$ cat src/rtl/ccrb_pkg.sv
// shared constants for the codec control register bank
package ccrb_pkg;
	localparam int FRAME_BITS      = 16;
	localparam int ADDR_HI         = 15;
	localparam int ADDR_LO         = 12;
	localparam int RW_BIT          = 11;
	localparam int RES_BIT         = 10;
	localparam int DATA_BITS       = 10;
	localparam int PEAK_BITS       = 6;
	localparam int PEAK_LSB        = 4;
	localparam logic [3:0] A_DAC1  = 4'h0;
	localparam logic [3:0] A_DAC2  = 4'h1;
	localparam logic [3:0] A_VOL0  = 4'h2;
	localparam logic [3:0] A_VOL7  = 4'h9;
	localparam logic [3:0] A_PEAKL = 4'hA;
	localparam logic [3:0] A_PEAKR = 4'hB;
	localparam logic [3:0] A_ADC1  = 4'hC;
	localparam logic [3:0] A_ADC2  = 4'hD;
	localparam logic [3:0] A_ADC3  = 4'hE;
	localparam logic [3:0] A_RSVD  = 4'hF;
	localparam logic [9:0] RST_CTRL = 10'h000;
	localparam logic [9:0] RST_VOL  = 10'h3FF;
	localparam logic [5:0] RST_PEAK = 6'h00;
	// field positions
	localparam int F_DAC_RATE   = 0;
	localparam int F_DAC_PD     = 2;
	localparam int F_DAC_WIDTH  = 3;
	localparam int F_DAC_FMT    = 5;
	localparam int F_DEEMPH     = 8;
	localparam int F_REPLICATE  = 8;
	localparam int F_ADC_RATE   = 6;
	localparam int F_ADC_PD     = 7;
	localparam int F_ADC_HPF    = 8;
	localparam int F_PEAK_EN    = 5;
	localparam int F_MCLK_SCALE = 6;
	// host side: bit clock half period in mclk cycles (4 ns * 8 = 32 ns)
	localparam int HALF_SCLK_CYC = 8;
	// host-side user registers, own map
	localparam logic [1:0] H_CMD    = 2'h0;
	localparam logic [1:0] H_STATUS = 2'h1;
	localparam logic [1:0] H_RDATA  = 2'h2;
endpackage

$ cat src/rtl/ccrb_link_if.sv
// serial control link between host and codec register bank
`timescale 1ns/1ps
interface ccrb_link_if;
	logic cs_n;
	logic sclk;
	logic mosi;
	logic miso;
	modport device (input cs_n, input sclk, input mosi, output miso);
	modport host (output cs_n, output sclk, output mosi, input miso);
endinterface

$ cat src/rtl/ccrb_device.sv
// codec control register bank: serial frame slave and registers
//
// Overview of operation
// - frame bits 15..12 address the register
// - bit 11 high reads, low writes
// - host always sends zero in bit 10
// - bits 9..0 carry write value or read data
// - fifteen registers, two peak registers read-only
// - ten-bit registers, peak in upper six bits
// - peak holds smallest recent 6-bit attenuation code
// - reading a peak register clears it
// - peak capture only when the peak enable bit is set
// - eight volume registers, default 1023
// - dac controls then volumes at lowest addresses
// - dac rate field bits 1:0 decoded
// - host sets master clock scaling correctly
// - dac power-down bit 2, digital only
// - dac word width field bits 4:3
// - dac format field bits 7:5, 010 dsp
// - de-emphasis field bits 9:8
// - per-channel mute bits drive soft mute
// - replicate feeds pair one to all
// - adc rate bit selects 48 or 96k
// - adc power-down bit, digital only
// - adc high-pass filter enable bit
// - peak read low four bits zero
`timescale 1ns/1ps
module ccrb_device
	import ccrb_pkg::*;
(
	input  wire logic       mclk,
	input  wire logic       rst_b,
	ccrb_link_if.device     link,
	input  wire logic       peak_valid,
	input  wire logic [5:0] peak_left,
	input  wire logic [5:0] peak_right,
	output logic [1:0]      dac_rate,
	output logic            dac_powerdown,
	output logic [1:0]      dac_width,
	output logic [2:0]      dac_format,
	output logic [1:0]      deemphasis,
	output logic [7:0]      dac_mute,
	output logic            stereo_replicate,
	output logic [79:0]     volume_flat,
	output logic            adc_rate,
	output logic            adc_powerdown,
	output logic            adc_highpass,
	output logic [1:0]      mclk_scale
);
	import ccrb_pkg::*;

	// ============================================================
	// link input synchronisers
	logic cs_s;
	logic sclk_s;
	logic mosi_s;
	ccrb_sync #(.RST_VAL(1'b1)) u_cs
		(.mclk(mclk), .rst_b(rst_b), .din(link.cs_n), .dout(cs_s));
	ccrb_sync #(.RST_VAL(1'b1)) u_sclk
		(.mclk(mclk), .rst_b(rst_b), .din(link.sclk), .dout(sclk_s));
	ccrb_sync #(.RST_VAL(1'b1)) u_mosi
		(.mclk(mclk), .rst_b(rst_b), .din(link.mosi), .dout(mosi_s));

	logic sclk_prev_q;
	wire  rise = sclk_s & ~sclk_prev_q;
	wire  fall = ~sclk_s & sclk_prev_q;

	// ============================================================
	// registers
	logic [9:0]  ctrl_q [0:15];
	logic [5:0]  peak_l_q;
	logic [5:0]  peak_r_q;
	logic [15:0] shift_q;
	logic [4:0]  cnt_q;
	logic [9:0]  rdata_q;
	logic        miso_q;
	logic        held_l_q;
	logic        held_r_q;

	// at the fifth rise the direction bit is still on the wire, not in the shifter
	wire       rd_w     = mosi_s;
	wire       last_bit = rise & ~cs_s & (cnt_q == 5'd15);
	wire [15:0] frame_w = {shift_q[14:0], mosi_s};
	wire [3:0]  f_addr  = frame_w[ADDR_HI:ADDR_LO];
	wire        f_rd    = frame_w[RW_BIT];
	wire [9:0]  f_data  = frame_w[DATA_BITS-1:0];
	// writes to peak or reserved slot are dropped
	wire f_wr_ok = last_bit & ~f_rd & (f_addr != A_PEAKL) & (f_addr != A_PEAKR)
		& (f_addr != A_RSVD);
	// read data is latched once address and direction are in (after 5 bits)
	wire addr_done = rise & ~cs_s & (cnt_q == 5'd4);
	wire [3:0] ra_w = shift_q[3:0];
	wire peak_en = ctrl_q[A_ADC3][F_PEAK_EN];
	wire clr_l = addr_done & rd_w & (ra_w == A_PEAKL);
	wire clr_r = addr_done & rd_w & (ra_w == A_PEAKR);
	wire [9:0] rd_mux = (ra_w == A_PEAKL) ? {peak_l_q, 4'h0} :
		(ra_w == A_PEAKR) ? {peak_r_q, 4'h0} :
		(ra_w == A_RSVD)  ? 10'h000 : ctrl_q[ra_w];
	// a sample in the cycle of a clearing read wins, so no peak is lost
	wire cap_l = peak_en & peak_valid & (clr_l | ~held_l_q | (peak_left < peak_l_q));
	wire cap_r = peak_en & peak_valid & (clr_r | ~held_r_q | (peak_right < peak_r_q));

	// frame shifter; a deasserted select abandons a partial frame
	always_ff @(posedge mclk or negedge rst_b)
	begin
		if (!rst_b)
		begin
			sclk_prev_q <= 1'b1;
			shift_q     <= 16'h0000;
			cnt_q       <= 5'h00;
		end
		else
		begin
			sclk_prev_q <= sclk_s;
			if (cs_s)
				cnt_q <= 5'h00;
			else if (rise)
			begin
				shift_q <= frame_w;
				cnt_q   <= (cnt_q == 5'd15) ? 5'h00 : cnt_q + 5'd1;
			end
		end
	end

	// register array; volumes default to full scale
	always_ff @(posedge mclk or negedge rst_b)
	begin
		if (!rst_b)
		begin
			for (int i = 0; i < 16; i++)
				ctrl_q[i] <= (i >= 2 && i <= 9) ? RST_VOL : RST_CTRL;
		end
		else if (f_wr_ok)
			ctrl_q[f_addr] <= f_data;
	end

	// peak hold keeps the smallest attenuation code, i.e. the loudest result;
	// a cleared held flag marks an empty register, since code 0 is itself a valid 0 dB peak
	always_ff @(posedge mclk or negedge rst_b)
	begin
		if (!rst_b)
		begin
			peak_l_q <= RST_PEAK;
			peak_r_q <= RST_PEAK;
			held_l_q <= 1'b0;
			held_r_q <= 1'b0;
		end
		else
		begin
			if (cap_l)
			begin
				peak_l_q <= peak_left;
				held_l_q <= 1'b1;
			end
			else if (clr_l)
			begin
				peak_l_q <= RST_PEAK;
				held_l_q <= 1'b0;
			end
			if (cap_r)
			begin
				peak_r_q <= peak_right;
				held_r_q <= 1'b1;
			end
			else if (clr_r)
			begin
				peak_r_q <= RST_PEAK;
				held_r_q <= 1'b0;
			end
		end
	end

	// read shift-out on falling bit clock edges during bits 9..0
	always_ff @(posedge mclk or negedge rst_b)
	begin
		if (!rst_b)
		begin
			rdata_q <= 10'h000;
			miso_q  <= 1'b0;
		end
		else
		begin
			if (addr_done)
				rdata_q <= rd_mux;
			if (cs_s)
				miso_q <= 1'b0;
			else if (fall && cnt_q >= 5'd6)
			begin
				miso_q  <= rdata_q[9];
				rdata_q <= {rdata_q[8:0], 1'b0};
			end
		end
	end
	assign link.miso = miso_q;

	// ============================================================
	// configuration outputs, registered
	always_ff @(posedge mclk or negedge rst_b)
	begin
		if (!rst_b)
		begin
			dac_rate <= 2'h0; dac_powerdown <= 1'b0; dac_width <= 2'h0;
			dac_format <= 3'h0; deemphasis <= 2'h0; dac_mute <= 8'h00;
			stereo_replicate <= 1'b0; volume_flat <= {8{RST_VOL}};
			adc_rate <= 1'b0; adc_powerdown <= 1'b0; adc_highpass <= 1'b0;
			mclk_scale <= 2'h0;
		end
		else
		begin
			dac_rate      <= ctrl_q[A_DAC1][F_DAC_RATE +: 2];
			dac_powerdown <= ctrl_q[A_DAC1][F_DAC_PD];
			dac_width     <= ctrl_q[A_DAC1][F_DAC_WIDTH +: 2];
			dac_format    <= ctrl_q[A_DAC1][F_DAC_FMT +: 3];
			deemphasis    <= ctrl_q[A_DAC1][F_DEEMPH +: 2];
			dac_mute      <= ctrl_q[A_DAC2][7:0];
			stereo_replicate <= ctrl_q[A_DAC2][F_REPLICATE];
			for (int v = 0; v < 8; v++)
				volume_flat[v*10 +: 10] <= ctrl_q[v+2];
			adc_rate      <= ctrl_q[A_ADC1][F_ADC_RATE];
			adc_powerdown <= ctrl_q[A_ADC1][F_ADC_PD];
			adc_highpass  <= ctrl_q[A_ADC1][F_ADC_HPF];
			mclk_scale    <= ctrl_q[A_ADC3][F_MCLK_SCALE +: 2];
		end
	end
endmodule

$ cat src/rtl/ccrb_sync.sv
// two-flop synchroniser for link inputs
`timescale 1ns/1ps
module ccrb_sync
#(
	parameter logic RST_VAL = 1'b1
)
(
	input  wire logic mclk,
	input  wire logic rst_b,
	input  wire logic din,
	output logic      dout
);
	logic meta_q;
	// first stage only feeds the second; reset value is the pin's idle level,
	// so no false edge is seen when reset lets go
	always_ff @(posedge mclk or negedge rst_b)
	begin
		if (!rst_b)
		begin
			meta_q <= RST_VAL;
			dout   <= RST_VAL;
		end
		else
		begin
			meta_q <= din;
			dout   <= meta_q;
		end
	end
endmodule

$ cat src/flat_wrapper.sv
// flat-port wrapper written by rule: the top's interface ports become plain ports
module ccrb_device_flat import ccrb_pkg::*;
  (mclk, rst_b, peak_valid, peak_left, peak_right, dac_rate, dac_powerdown, dac_width, dac_format, deemphasis, dac_mute, stereo_replicate, volume_flat, adc_rate, adc_powerdown, adc_highpass, mclk_scale, link_cs_n, link_sclk, link_mosi, link_miso);
  ccrb_link_if link_i ();
  input  wire logic mclk;
  input  wire logic rst_b;
  input  wire logic peak_valid;
  input  wire logic [5:0] peak_left;
  input  wire logic [5:0] peak_right;
  output logic [1:0] dac_rate;
  output logic dac_powerdown;
  output logic [1:0] dac_width;
  output logic [2:0] dac_format;
  output logic [1:0] deemphasis;
  output logic [7:0] dac_mute;
  output logic stereo_replicate;
  output logic [79:0] volume_flat;
  output logic adc_rate;
  output logic adc_powerdown;
  output logic adc_highpass;
  output logic [1:0] mclk_scale;
  input wire logic [$bits(link_i.cs_n)-1:0] link_cs_n;
  input wire logic [$bits(link_i.sclk)-1:0] link_sclk;
  input wire logic [$bits(link_i.mosi)-1:0] link_mosi;
  output wire logic [$bits(link_i.miso)-1:0] link_miso;
  assign link_i.cs_n = link_cs_n;
  assign link_i.sclk = link_sclk;
  assign link_i.mosi = link_mosi;
  assign link_miso = link_i.miso;
  ccrb_device u_core (.mclk(mclk), .rst_b(rst_b), .link(link_i), .peak_valid(peak_valid), .peak_left(peak_left), .peak_right(peak_right), .dac_rate(dac_rate), .dac_powerdown(dac_powerdown), .dac_width(dac_width), .dac_format(dac_format), .deemphasis(deemphasis), .dac_mute(dac_mute), .stereo_replicate(stereo_replicate), .volume_flat(volume_flat), .adc_rate(adc_rate), .adc_powerdown(adc_powerdown), .adc_highpass(adc_highpass), .mclk_scale(mclk_scale));
endmodule
$ cat config.mk
export PLATFORM = sky130hd
export DESIGN_NAME = ccrb_device_flat
export DESIGN_NICKNAME = d
export VERILOG_FILES = /design/src/rtl/ccrb_pkg.sv /design/src/rtl/ccrb_link_if.sv /design/src/rtl/ccrb_device.sv /design/src/rtl/ccrb_sync.sv /design/src/flat_wrapper.sv
export SDC_FILE = /design/constraint.sdc
export NUM_CORES = 1
export LEC_CHECK = 0
export BUFFER_PORTS_ARGS = -buffer_cell sky130_fd_sc_hd__buf_2
export CORE_MARGIN = 4
export CORE_UTILIZATION = 40
export CTS_BUF_LIST = sky130_fd_sc_hd__clkbuf_8 sky130_fd_sc_hd__clkbuf_16
export DETAILED_ROUTE_END_ITERATION = 7
export MAX_ROUTING_LAYER = met4
export PLACE_DENSITY = 0.59
export SLEW_MARGIN = 10
export SYNTH_ARGS = -nofsm -noshare
export SYNTH_HDL_FRONTEND = slang
export SYNTH_SLANG_ARGS = --single-unit
$ cat constraint.sdc
create_clock -name mclk -period 2.7 [get_ports mclk]
set_clock_uncertainty 0.1 [all_clocks]
set_input_delay 0.135 -clock mclk [delete_from_list [all_inputs] [get_ports mclk]]
set_output_delay 0.135 -clock mclk [all_outputs]
set_load 0.02 [all_outputs]
* Word level (Yosys, flattened, before mapping) *
Cells that the tools add are included.

cells by class
  equal/unequal tests = 8
  order comparisons = 6
  reductions and logical operators = 7
  add/sub/neg operators = 1
  mux-type cells = 25
  bitwise gates (word level) = 27

operators with widths
  cell                                                                                  number
  160-bit bitwise mux                                                                   1
  10-bit 2-to-1 mux                                                                     9
  10-bit binary-select mux with 4-bit select                                            1
  10-bit demux with 4-bit select                                                        1
  6-bit 2-to-1 mux                                                                      4
  1-bit AND                                                                             15
  5-bit 2-to-1 mux                                                                      3
  4-bit equality test (second input constant)                                           3
  6-bit < comparator                                                                    2
  4-bit inequality test (second input constant)                                         3
  5-bit greater-or-equal comparator (second input constant)                             2
  4-bit inverter with 5-bit output                                                      2
  2-bit nonzero test                                                                    4
  1-bit 2-to-1 mux                                                                      6
  1-bit inverter                                                                        6
  5-bit by 1-bit adder with 5-bit output (second input constant)                        1
  5-bit by 3-bit equality test with 1-bit output (second input constant)                1
  5-bit by 4-bit equality test with 1-bit output (second input constant)                1
  5-bit by 3-bit greater-or-equal comparator with 1-bit output (second input constant)  1
  5-bit by 1-bit < comparator with 1-bit output (second input constant)                 1
  1-bit OR                                                                              4
  1-bit logical AND                                                                     2
  2-bit AND reduction                                                                   1

storage, ports and cells
  word-level logic and storage cells = 117
  register bits = 316
  bits of input ports = 18

* Logic depth before layout (Yosys ltp) *
Gate-level depths: netlist (run 1).

  depth in word-level cells = 10
  gate-level depth with buffers = 9
  gate-level depth less buffers = 7

* Modules after synthesis *
Synthesis (run 1) repeated with hierarchy kept, for this count alone.

second synthesis, totals
  cell total of the unflattened synthesis = 808
  area total of the unflattened synthesis = 11781.3 um^2

modules (own cells, without submodules)
  module       instances  seq. area each (um^2)  area each (um^2)  cells an instance
  ccrb_device  1          7433.4                 11623.6           802
  ccrb_sync    3          52.6                   52.6              2

* Worst setup path after synthesis (run 1) *
OpenSTA, ideal clock, no wires.

  path kind = flip-flop to flip-flop
  start = register u_core.cnt_q[1]
  end = register u_core.ctrl_q[60] in the netlist's numbering
  path slack = 586 ps
  arrival = 1932 ps
  path buffers = 1
  setup time = 82 ps
  cell stages (with the launch flop) = 8
  cells stage by stage = dfrtp_1 > ha_1 > and4b_1 > and3b_4 > nand3b_1 > nor3b_1 > buf_2 > mux2_2

on the way
  word-level cells in the longest chain between the ends = 6

RTL lines
  what                                            RTL line            text
  start: declaration                              ccrb_device.sv:74   logic [4:0] cnt_q;
  start signal: assignment                        ccrb_device.sv:120  cnt_q <= (cnt_q == 5'd15) ? 5'h00 : cnt_q + 5'd1;
  5-bit by 4-bit equality test with 1-bit output  ccrb_device.sv:82   wire last_bit = rise & ~cs_s & (cnt_q == 5'd15);
  1-bit AND                                       ccrb_device.sv:82
  1-bit AND (3 in a row)                          ccrb_device.sv:88   wire f_wr_ok = last_bit & ~f_rd & (f_addr != A_PEAKL) & (f_addr != A_PEAKR)
  1-bit AND                                       ccrb_device.sv:89   & (f_addr != A_RSVD);
  end signal: indexed assignment                  ccrb_device.sv:131  ctrl_q[i] <= (i >= 2 && i <= 9) ? RST_VOL : RST_CTRL;
  end signal: indexed assignment                  ccrb_device.sv:134  ctrl_q[f_addr] <= f_data;
  end: declaration                                ccrb_device.sv:70   logic [9:0] ctrl_q [0:15];

Every way passes these cells.
A chain may end at the register's enable or synchronous reset.

* Worst setup path after layout (run 1) *
  start = register u_core.cnt_q[1]
  end = register u_core.ctrl_q[106] in the netlist's numbering

The elaborated chain is that of the path after synthesis.

==> results of run 1 <==
-- metal layers --
layer	vias up	global-route usage (%)
li1	3109	-
met1	3605	25.1
met2	163	26.6
met3	27	2.99
met4	0	3.08
met5	-	-
-- logic make-up after synthesis --
| logic type | share of synthesized area (%) |
|---|---|
| flip-flops | 64.7 |
| multiplexers | 20.7 |
| AND/OR/NAND/NOR | 6.29 |
| buffers and inverters | 2.71 |
| AO/OA/AOI/OAI | 4.13 |
| adder cells (fa/ha/maj) | 1.38 |
| XOR/XNOR | 0.0742 |
-- power by group through the flow --
stage               sequential, mW  combinational [mW]  clock [mW]
CTS                           4.77               0.814        4.57
finish                        4.76               0.805        4.46
global route                  4.78               0.878        4.76
floorplan                     4.62               0.598           0
global placement              4.83               0.778           0
detailed placement            4.83               0.789           0
-- registers in the layout, summed over array words and instances, names as in the netlist, 2 cells and up --
name	flops
u_core.peak_r_q	6
u_core.volume_flat	80
u_core.dac_format	3
u_core.dac_mute	8
u_core.rdata_q	10
u_core.shift_q	15
u_core.cnt_q	5
u_core.deemphasis	2
u_core.dac_width	2
u_core.ctrl_q	141
u_core.peak_l_q	6
u_core.mclk_scale	2
u_core.dac_rate	2
-- stage by stage --
stage                     cells  util, %
after floorplan             785        -
after global placement     1268     44.8
after detailed placement   1268     44.8
after CTS                  1344     49.3
after global routing       1344     49.3
final                      1344     49.3
-- final cells by class --
cell class	count	area share, %
timing repair buffer	174	7.83
inverter	17	0.447
tap	384	3.37
multi-input combinational	414	27.0
sequential	297	53.6
clock inverter	19	1.27
clock buffer	39	6.45
-- synthesized netlist by cell type, types with 5 or more instances --
master / number / area [sq um]
sky130_fd_sc_hd__dfstp_2: 167 / 4390
sky130_fd_sc_hd__mux2_2: 149 / 1680
sky130_fd_sc_hd__dfrtp_1: 130 / 3250
sky130_fd_sc_hd__nand2_1: 54 / 203
sky130_fd_sc_hd__clkbuf_1: 31 / 116
sky130_fd_sc_hd__mux4_2: 28 / 631
sky130_fd_sc_hd__nor2_1: 24 / 90.1
sky130_fd_sc_hd__o22ai_1: 18 / 113
sky130_fd_sc_hd__inv_1: 17 / 63.8
sky130_fd_sc_hd__buf_2: 16 / 80.1
sky130_fd_sc_hd__mux2i_1: 14 / 140
sky130_fd_sc_hd__o21ai_0: 14 / 70.1
sky130_fd_sc_hd__ha_1: 13 / 163
sky130_fd_sc_hd__a21oi_1: 11 / 55.1
sky130_fd_sc_hd__nor3_1: 8 / 40.0
sky130_fd_sc_hd__nand4_1: 7 / 43.8
sky130_fd_sc_hd__a211o_1: 5 / 43.8
sky130_fd_sc_hd__buf_1: 5 / 18.8
sky130_fd_sc_hd__nand2b_1: 5 / 31.3
-- worst max path at each step --
stage                               to  slack (ns)  cells past startpoint
finish              u_core.ctrl_q[106]        0.26                      7
global route         u_core.rdata_q[3]        0.13                      5
CTS                  u_core.rdata_q[3]        0.27                      5
detailed placement   u_core.rdata_q[3]        0.27                      5
global placement     u_core.rdata_q[3]        0.29                      5
floorplan            u_core.ctrl_q[60]        0.59                      7
-- critical path: stages (launching register included) --
cell and delay [ns]:
sky130_fd_sc_hd__dfrtp_1 0.45, sky130_fd_sc_hd__ha_1 0.20, sky130_fd_sc_hd__and4b_1 0.28, sky130_fd_sc_hd__and3b_4 0.27, sky130_fd_sc_hd__nand3b_1 0.17, sky130_fd_sc_hd__nor2b_1 0.30
sky130_fd_sc_hd__buf_4 0.25, sky130_fd_sc_hd__mux2_2 0.35
==> impl_metrics.sql, run 1 <==
INSERT INTO impl_metrics (metric_group, metric, value, unit) VALUES
('placement', 'place.port_buffers', '122', ''),
('synth', 'post_synth.cell_area_avg', '15.0', 'sq um'),
('timing', 'hold_violations', '0', ''),
('pwr', 'total_power', '10.0', 'mW'),
('min_path', 'hold-path-endpoint', 'u_core.u_mosi.meta_q', ''),
('timing', 'final-max-slew-violation-count', '0', ''),
('timing', 'timing.slew.headroom', '52.3', '%'),
('setup_path', 'r2r_cells', '7', ''),
('setup_path', 'timing.reg2reg.setup_slack', '0.26', 'ns'),
('global_routing', 'grt_first_pass_wirelength', '43600', 'um'),
('finish', 'layout_commonest_cell', 'sky130_fd_sc_hd__dfstp_2', ''),
('pwr', 'power_frac_clock', '44.5', '%'),
('timing', 'worst_slew_pin_slew', '0.715', 'ns'),
('status', 'status', 'finished, final reports clean', ''),
('clock_tree', 'cts-hold-fix-buffers', '18', ''),
('floorplan', 'floorplan.initialDensity', '40.8', '%'),
('detailed_routing', 'initialDrtViolationCount', '485', ''),
('clock_tree', 'clock_tree.root_cell', 'sky130_fd_sc_hd__clkbuf_16', ''),
('pwr', 'internal_power', '7.56', 'mW'),
('floorplan', 'die_height', '180', 'um'),
('finish', 'post-route-cell-area', '0.0143', 'sq mm'),
('floorplan', 'floorplan_die_width', '180', 'um'),
('global_routing', 'first_global_vias', '7154', ''),
('synth', 'synth_edf_count', '0', ''),
('setup_path', 'cp_data_arrival_time', '2.82', 'ns'),
('floorplan', 'fp.coreArea', '0.0289', 'sq mm'),
('setup_path', 'timing_worst_setup_path_type', 'flop to flop', ''),
('floorplan', 'die-area', '0.0323', 'sq mm'),
('placement', 'placement.setup.worst_slack', '0.272', 'ns'),
('pwr', 'power_frac_comb', '8.0', '%'),
('setup_path', 'reg2reg_from', 'u_core.cnt_q[1]', ''),
('timing', 'setup_viol_count_final', '0', ''),
('clock_tree', 'numCtsBuffers', '31', ''),
('synth', 'syn_area', '0.0118', 'sq mm'),
('timing', 'final_critical_path_setup_slack', '0.258', 'ns'),
('timing', 'fmaxAchievable', '409', 'MHz'),
('finish', 'layout.cells.most_common_list', 'sky130_fd_sc_hd__dfstp_2, sky130_fd_sc_hd__mux2_2, sky130_fd_sc_hd__dfrtp_1', ''),
('detailed_routing', 'top_signal_layer_used', 'met4', ''),
('setup_path', 'setup.worst_path.start_class', 'flop', ''),
('global_routing', 'grt_antenna_before_repair', '0', ''),
('synth', 'yosysSeqAreaShare', '64.7', '%'),
('clock_tree', 'clock_pin_slew_reported_for_the_worst_setup_and_hold_paths_after_clock_tree_synthesis', '0.07', 'ns'),
('synth', 'async_reset_ff_share', '100', '%'),
('synth', 'synth.yosys.warnings', '0', ''),
('pwr', 'leakage', '6.74', 'nW'),
('min_path', 'hold_path.class', 'input port to flop', ''),
('placement', 'routabilityCongestion', '0.841', ''),
('clock_tree', 'clkLatencyLatePin', '0.55', 'ns'),
('pwr', 'switchingPower', '2.48', 'mW'),
('finish', 'layout-drive-gt1-share', '59.4', '%'),
('global_routing', 'grt_max_degree', '108', ''),
('finish', 'design.final.nets', '966', ''),
('setup_path', 'critical_path.max_fanout', '7', ''),
('detailed_routing', 'mean_number_of_vias_per_cell', '5.14', ''),
('clock_tree', 'cts.repair_timing.setup_buffer_count', '0', ''),
('finish', 'filler_cell_count', '2504', ''),
('synth', 'mappedNetlistNets', '816', ''),
('setup_path', 'reg2reg_to', 'u_core.ctrl_q[106]', ''),
('setup_path', 'required', '3.07', 'ns'),
('global_routing', 'overflow', '0', ''),
('detailed_routing', 'routed_wirelength', '27500', 'um'),
('timing', 'setup_tns', '0', 'ns'),
('detailed_routing', 'met2RoutedLength', '12800', 'um'),
('timing', 'timing.final.crit_share', '90.5', '%'),
('detailed_routing', 'final_antenna_violating_net_count', '0', ''),
('floorplan', 'pin_count', '123', ''),
('synth', 'synthDistinctLibCells', '54', ''),
('placement', 'hpwlAfterDp', '18200', 'um'),
('setup_path', 'startpoint', 'u_core.cnt_q[1]', ''),
('setup_path', 'end_kind', 'flop', ''),
('pwr', 'vdd.ir_drop.worst', '0.000341', 'V');
Note: power is estimated with default switching activity, not from simulation.
==> run 2: changes to the inputs <==
- CORE_UTILIZATION: 40 -> 58
- PLACE_DENSITY: 0.59 -> 0.8
==> impl_metrics.sql, run 2 (synthesis results as in run 1) <==
INSERT INTO impl_metrics (metric_group, metric, value, unit) VALUES
('timing', 'timing.final.crit_share', '89.7', '%'),
('global_routing', 'met3_usage', '3.49', '%'),
('setup_path', 'end_kind', 'flop', ''),
('clock_tree', 'clock_tree.buffer_depth', '3', ''),
('min_path', 'hold_path.class', 'input port to async pin', ''),
('placement', 'hpwlAfterDp', '16900', 'um'),
('timing', 'final-max-slew-violation-count', '0', ''),
('timing', 'setup_tns', '0', 'ns'),
('pwr', 'switchingPower', '2.30', 'mW'),
('global_routing', 'gr-usage-met2', '38.2', '%'),
('finish', 'largest_registers', 'u_core.ctrl_q (141), u_core.volume_flat (80), u_core.shift_q (15)', ''),
('setup_path', 'timing.critical_path.slowest_stage_cell', 'sky130_fd_sc_hd__dfrtp_1', ''),
('setup_path', 'timing_worst_setup_path_type', 'flop to flop', ''),
('timing', 'worst_slew_pin_slew', '0.660', 'ns'),
('setup_path', 'worst_path_largest_cell_delay', '0.47', 'ns'),
('finish', 'post-route-cell-area', '0.0140', 'sq mm'),
('floorplan', 'die_height', '151', 'um'),
('clock_tree', 'cts_sinks', '297', ''),
('finish', 'design.final.nets', '962', ''),
('detailed_routing', 'wl_per_cell', '20.9', 'um'),
('floorplan', 'fp.coreArea', '0.0197', 'sq mm'),
('setup_path', 'crit_family', 'simple AND/OR/NAND/NOR gates', ''),
('finish', 'final_cell_count_no_fill', '1218', ''),
('setup_path', 'cp_data_arrival_time', '2.73', 'ns'),
('timing', 'post_route_hold_slack', '0.0833', 'ns'),
('pwr', 'leakage', '6.66', 'nW'),
('finish', 'layout.cells.most_common_list', 'sky130_fd_sc_hd__dfstp_2, sky130_fd_sc_hd__mux2_2, sky130_fd_sc_hd__dfrtp_1', ''),
('clock_tree', 'clkLatencyLatePin', '0.53', 'ns'),
('clock_tree', 'cts.repair_timing.setup_buffer_count', '0', ''),
('detailed_routing', 'mean_number_of_vias_per_cell', '5.72', ''),
('pwr', 'relative_contribution_of_sequential_cells_to_total_power', '50.4', '%'),
('detailed_routing', 'routed_wirelength', '25400', 'um'),
('clock_tree', 'clock_tree_from_tritoncts', 'done', ''),
('setup_path', 'setup.worst_path.start_class', 'flop', ''),
('timing', 'fmaxAchievable', '413', 'MHz'),
('global_routing', 'overflow', '0', ''),
('detailed_routing', 'vias', '6970', ''),
('pwr', 'internal_power', '7.13', 'mW'),
('clock_tree', 'clock_pin_slew_reported_for_the_worst_setup_and_hold_paths_after_clock_tree_synthesis', '0.06', 'ns'),
('pwr', 'power_frac_clock', '41.1', '%'),
('timing', 'setup_viol_count_final', '0', ''),
('placement', 'place.detailed.instances', '1149', ''),
('floorplan', 'pin_count', '123', ''),
('setup_path', 'required', '3.01', 'ns'),
('floorplan', 'floorplan_die_width', '151', 'um'),
('global_routing', 'grt_max_degree', '78', ''),
('finish', 'layout-drive-gt1-share', '59.0', '%'),
('pwr', 'sw_frac_of_total', '24.4', '%'),
('global_routing', 'grt_antenna_before_repair', '0', ''),
('finish', 'largest_register_by_flop_count', 'u_core.ctrl_q', ''),
('global_routing', 'grt_first_pass_wirelength', '40400', 'um'),
('timing', 'timing.slew.headroom', '56.0', '%'),
('pwr', 'total_power', '9.43', 'mW'),
('pwr', 'power_frac_comb', '8.4', '%'),
('run', 'cap_viol_max_count', '0', ''),
('global_routing', 'globalRoute.busiestLayer', 'met2', ''),
('setup_path', 'critical_path.max_fanout', '10', ''),
('detailed_routing', 'drt_drc_violations_left', '0', ''),
('status', 'status', 'finished, final reports clean', ''),
('setup_path', 'reg2reg_from', 'u_core.cnt_q[1]', ''),
('global_routing', 'grt_usage', '23.7', '%'),
('setup_path', 'timing.reg2reg.setup_slack', '0.28', 'ns'),
('finish', 'layout_commonest_cell', 'sky130_fd_sc_hd__dfstp_2', ''),
('timing', 'rsz0062_at_grt', 'false', ''),
('global_routing', 'grtUsageMet1', '33.0', '%'),
('pwr', 'vdd.ir_drop.worst', '0.000455', 'V'),
('finish', 'filler_cell_count', '1255', ''),
('detailed_routing', 'first_pass_iters', '5', ''),
('finish', 'flow.area_growth_from_synthesis', '18.2', '%'),
('timing', 'hold_violations', '0', ''),
('timing', 'final_critical_path_setup_slack', '0.277', 'ns'),
('detailed_routing', 'final_antenna_violating_net_count', '0', ''),
('placement', 'routabilityCongestion', '0.878', ''),
('clock_tree', 'numCtsBuffers', '28', ''),
('global_routing', 'first_global_vias', '7245', ''),
('placement', 'placement.setup.worst_slack', '0.343', 'ns'),
('setup_path', 'critPathBufInv', '0', ''),
('clock_tree', 'htree_levels', '1', ''),
('floorplan', 'core.rowCount', '51', ''),
('finish', 'antenna-diode-count', '0', ''),
('placement', 'place.port_buffers', '122', ''),
('placement', 'post_dp_cell_area', '0.0128', 'sq mm'),
('finish', 'largest_register_ffs', '141', ''),
('floorplan', 'die-area', '0.0227', 'sq mm'),
('timing', 'period_needed', '2.42', 'ns'),
('pwr', 'p_per_area', '676', 'mW/mm^2'),
('detailed_routing', 'initialDrtViolationCount', '473', ''),
('clock_tree', 'clock_tree.root_cell', 'sky130_fd_sc_hd__clkbuf_16', ''),
('finish', 'finalCoreUtilization', '70.8', '%'),
('setup_path', 'reg2reg_to', 'u_core.ctrl_q[35]', ''),
('setup_path', 'r2r_cells', '6', ''),
('setup_path', 'worstPathCellList', 'ha_1 > and4b_1 > and3b_4 > nor3b_4 > nand3_2 > mux2_2', ''),
('floorplan', 'floorplan.initialDensity', '59.9', '%');
==> run 2: cell count changes in the layout (fill, tap and decap cells not counted), sizes merged <==
cell,previous run,this run
clkinvlp,2,3
buf,157,156
clkbuf,39,37
clkinv,7,5
bufinv,3,0
==> run 2: how the worst max path moves through the flow <==
stage                            from           endpoint  slack, ns  cells after the start
global route          u_core.cnt_q[1]  u_core.ctrl_q[62]       0.17                      7
floorplan             u_core.cnt_q[1]  u_core.ctrl_q[60]       0.59                      7
detailed placement    u_core.cnt_q[1]  u_core.ctrl_q[31]       0.34                      6
global placement    u_core.shift_q[0]  u_core.rdata_q[6]       0.36                      7
CTS                   u_core.cnt_q[1]  u_core.ctrl_q[39]       0.30                      6
finish                u_core.cnt_q[1]  u_core.ctrl_q[35]       0.28                      6
==> run 2: what timing repair did <==
item	in CTS	in global routing
hold endpoints to repair	112	0
setup endpoints to repair	0	0
gates resized for setup	0	0
hold buffers	17	0
==> run 2: power groups by stage <==
stage | Clock [mW] | Combinational, mW | Sequential, mW
6_report | 3.88 | 0.796 | 4.76
5_1_grt | 4.15 | 0.867 | 4.77
4_1_cts | 3.96 | 0.802 | 4.75
3_5_place_dp | 0 | 0.780 | 4.82
3_3_place_gp | 0 | 0.769 | 4.82
2_1_floorplan | 0 | 0.598 | 4.62
==> run 2: final cells by class <==
type | count | area [sq um] | area share, %
Multi-Input combinational cell | 414 | 3850 | 27.6
Tap cell | 265 | 332 | 2.38
Clock buffer | 37 | 870 | 6.23
Timing Repair Buffer | 173 | 1120 | 8.03
Inverter | 17 | 63.8 | 0.457
Sequential cell | 297 | 7640 | 54.8
Clock inverter | 15 | 78.8 | 0.565
==> run 2: routing by layer <==
layer | wire (um) | vias up
met5 | 0 | -
met4 | 345 | 0
met3 | 1440 | 31
met2 | 12600 | 221
met1 | 11100 | 3620
li1 | - | 3098
==> run 3: changes to the inputs <==
- SYNTH_HIERARCHICAL: default -> 1
==> impl_metrics.sql, run 3 <==
INSERT INTO impl_metrics (metric_group, metric, value, unit) VALUES
('detailed_routing', 'drt_drc_violations_left', '0', ''),
('finish', 'layout_commonest_cell', 'sky130_fd_sc_hd__dfstp_2', ''),
('clock_tree', 'clock_pin_slew_reported_for_the_worst_setup_and_hold_paths_after_clock_tree_synthesis', '0.06', 'ns'),
('setup_path', 'end_kind', 'flop', ''),
('setup_path', 'critical_path.max_fanout', '10', ''),
('floorplan', 'die-area', '0.0227', 'sq mm'),
('timing', 'period_needed', '2.60', 'ns'),
('synth', 'yosysTopAreaCellShare', '37.2', '%'),
('status', 'status', 'finished, final reports clean', ''),
('floorplan', 'fp.coreArea', '0.0197', 'sq mm'),
('synth', 'async_reset_ff_share', '100', '%'),
('synth', 'yosysSeqAreaShare', '64.4', '%'),
('clock_tree', 'clock_tree.buffer_depth', '3', ''),
('floorplan', 'floorplan_die_width', '151', 'um'),
('clock_tree', 'numCtsBuffers', '29', ''),
('clock_tree', 'clkLatencyLatePin', '0.54', 'ns'),
('placement', 'placement.setup.worst_slack', '0.126', 'ns'),
('timing', 'setup_viol_count_final', '0', ''),
('setup_path', 'critPathBufInv', '1', ''),
('timing', 'worst_slew_pin_slew', '0.661', 'ns'),
('placement', 'place.port_buffers', '122', ''),
('synth', 'synth_area_leader_cell', 'sky130_fd_sc_hd__dfstp_2', ''),
('synth', 'netlist_instances', '808', ''),
('finish', 'post-route-cell-area', '0.0141', 'sq mm'),
('finish', 'antenna-diode-count', '0', ''),
('placement', 'routabilityCongestion', '0.876', ''),
('synth', 'leading_cell_types_by_total_area_after_synthesis', 'sky130_fd_sc_hd__dfstp_2, sky130_fd_sc_hd__dfrtp_1, sky130_fd_sc_hd__mux2_2', ''),
('finish', 'layout.cells.most_common_list', 'sky130_fd_sc_hd__dfstp_2, sky130_fd_sc_hd__dfrtp_1, sky130_fd_sc_hd__mux2_2', ''),
('timing', 'timing.slew.headroom', '56.0', '%'),
('synth', 'syn_area', '0.0118', 'sq mm'),
('floorplan', 'pin_count', '123', ''),
('global_routing', 'grt_usage', '24.0', '%'),
('floorplan', 'core.rowCount', '51', ''),
('clock_tree', 'clock_tree.root_cell', 'sky130_fd_sc_hd__clkbuf_16', ''),
('clock_tree', 'cts.repair_timing.setup_buffer_count', '0', ''),
('finish', 'largest_registers', 'u_core/ctrl_q (139), u_core/volume_flat (80), u_core/shift_q (15)', ''),
('synth', 'synthDistinctLibCells', '61', ''),
('finish', 'flow.area_growth_from_synthesis', '19.5', '%'),
('global_routing', 'overflow', '0', ''),
('global_routing', 'grt_antenna_before_repair', '0', ''),
('clock_tree', 'htree_levels', '1', ''),
('timing', 'setup_tns', '0', 'ns'),
('timing', 'rsz0062_at_grt', 'true', ''),
('placement', 'hpwlAfterDp', '16900', 'um'),
('global_routing', 'first_global_vias', '7238', ''),
('synth', 'commonest_cells_post_synth', 'sky130_fd_sc_hd__dfstp_2, sky130_fd_sc_hd__dfrtp_1, sky130_fd_sc_hd__mux2_2', ''),
('detailed_routing', 'vias', '7136', ''),
('detailed_routing', 'mean_number_of_vias_per_cell', '5.72', ''),
('detailed_routing', 'wl_per_cell', '20.8', 'um'),
('global_routing', 'grt_first_pass_wirelength', '41200', 'um'),
('timing', 'hold_violations', '0', ''),
('synth', 'synth.ff_latch_count', '295', ''),
('setup_path', 'timing_worst_setup_path_type', 'flop to flop', ''),
('pwr', 'total_power', '9.65', 'mW'),
('min_path', 'hold_path.class', 'input port to async pin', ''),
('finish', 'largest_register_ffs', '139', ''),
('synth', 'synth.yosys.warnings', '6', ''),
('finish', 'design.final.nets', '991', ''),
('pwr', 'p_per_area', '686', 'mW/mm^2'),
('setup_path', 'crit_family', 'simple AND/OR/NAND/NOR gates', ''),
('run', 'cap_viol_max_count', '0', ''),
('placement', 'post_dp_cell_area', '0.0128', 'sq mm'),
('setup_path', 'worstPathCellList', 'or3b_1 > nor3_4 > nand3b_2 > or3_1 > buf_4 > mux2_4', ''),
('setup_path', 'cp_data_arrival_time', '2.91', 'ns'),
('synth', 'synth_edf_count', '0', ''),
('pwr', 'vdd.ir_drop.worst', '0.000428', 'V'),
('setup_path', 'timing.critical_path.slowest_stage_cell', 'sky130_fd_sc_hd__dfstp_2', ''),
('setup_path', 'required', '3.01', 'ns'),
('floorplan', 'floorplan.initialDensity', '59.7', '%'),
('detailed_routing', 'first_pass_iters', '5', ''),
('pwr', 'leakage', '6.65', 'nW'),
('finish', 'largest_register_by_flop_count', 'u_core/ctrl_q', ''),
('timing', 'fmaxAchievable', '385', 'MHz'),
('floorplan', 'die_height', '151', 'um'),
('synth', 'mappedNetlistNets', '839', ''),
('detailed_routing', 'final_antenna_violating_net_count', '0', ''),
('synth', 'post_synth.cell_area_avg', '14.6', 'sq um'),
('global_routing', 'grt_max_degree', '68', ''),
('detailed_routing', 'routed_wirelength', '25900', 'um'),
('timing', 'timing.final.crit_share', '96.3', '%'),
('synth', 'dominantRegCellSynth', 'sky130_fd_sc_hd__dfstp_2', ''),
('finish', 'layout-drive-gt1-share', '55.6', '%'),
('synth', 'synthMostInstantiatedCell', 'sky130_fd_sc_hd__dfstp_2', ''),
('timing', 'final_critical_path_setup_slack', '0.0994', 'ns'),
('clock_tree', 'cts_sinks', '295', ''),
('timing', 'final-max-slew-violation-count', '0', ''),
('setup_path', 'worst_path_largest_cell_delay', '0.57', 'ns'),
('clock_tree', 'clock_tree_from_tritoncts', 'done', ''),
('finish', 'finalCoreUtilization', '71.4', '%'),
('setup_path', 'setup.worst_path.start_class', 'flop', ''),
('detailed_routing', 'initialDrtViolationCount', '565', '');
[run 3: kinds of logic (layout without fill, tap and decap cells)]
family / count (synthesis) / after routing / share of synthesized area (%)
buf+inv: 73 / 248 / 2.64
flops: 295 / 295 / 64.4
simple gates: 167 / 167 / 7.02
fa+ha+maj: 13 / 13 / 1.38
compound gates: 83 / 83 / 4.80
mux: 176 / 176 / 19.6
xor+xnor: 1 / 1 / 0.0744
[run 3: area by class of cell]
class                           count  area (sq um)
Tap cell                          265           332
Sequential cell                   295          7590
Inverter                           23          86.3
Multi-Input combinational cell    440          3890
Fill cell                        1214          5640
Timing Repair Buffer              171          1110
Clock inverter                     19           251
Clock buffer                       35           820
[run 3: power breakdown]
part	leakage (nW)	internal, mW	switching, mW	total [mW]
sequential	3.43	4.47	0.159	4.63
clock	0.547	2.73	1.67	4.40
combinational	2.68	0.235	0.385	0.620
[run 3: path summary, 6_finish.rpt]
kind | startpoint | to | slack (ns) | cells after the start
min in group mclk | link_sclk | u_core/u_sclk/meta_q | 0.14 | 2
max in group asynchronous | rst_b | u_core/volume_flat[75] | 1.56 | 3
min reg2reg | u_core/u_cs/meta_q | u_core/u_cs/dout | 0.25 | 0
min | rst_b | u_core/ctrl_q[151] | 0.03 | 2
max | u_core/u_sclk/dout | u_core/ctrl_q[145] | 0.1 | 6
max reg2reg | u_core/u_sclk/dout | u_core/ctrl_q[145] | 0.1 | 6
[run 3: worst reg2reg max path: stages (launching register included)]
cell	delay [ns]
sky130_fd_sc_hd__dfstp_2	0.57
sky130_fd_sc_hd__or3b_1	0.54
sky130_fd_sc_hd__nor3_4	0.27
sky130_fd_sc_hd__nand3b_2	0.16
sky130_fd_sc_hd__or3_1	0.32
sky130_fd_sc_hd__buf_4	0.21
sky130_fd_sc_hd__mux2_4	0.32
[run 3: timing repair]
action	in CTS	in global routing
resized for setup	0	1
endpoints found under the setup margin	0	13
hold endpoints to repair	148	0
hold buffers	17	0
[run 3: layer usage]
| layer | vias to the layer above | GRT usage, % | routed length [um] |
|---|---|---|---|
| met4 | 0 | 4.94 | 455 |
| met3 | 46 | 4.00 | 1790 |
| met5 | - | - | 0 |
| met1 | 3662 | 33.0 | 10800 |
| li1 | 3164 | - | - |
| met2 | 264 | 38.5 | 12900 |
[run 3: stage by stage]
step	instances	hold slack (ns)
after floorplan	808	-0.261
after global placement	1177	0.0210
after detailed placement	1177	0.0198
after CTS	1248	0.0449
after global routing	1248	0.0701
final	1248	0.0340
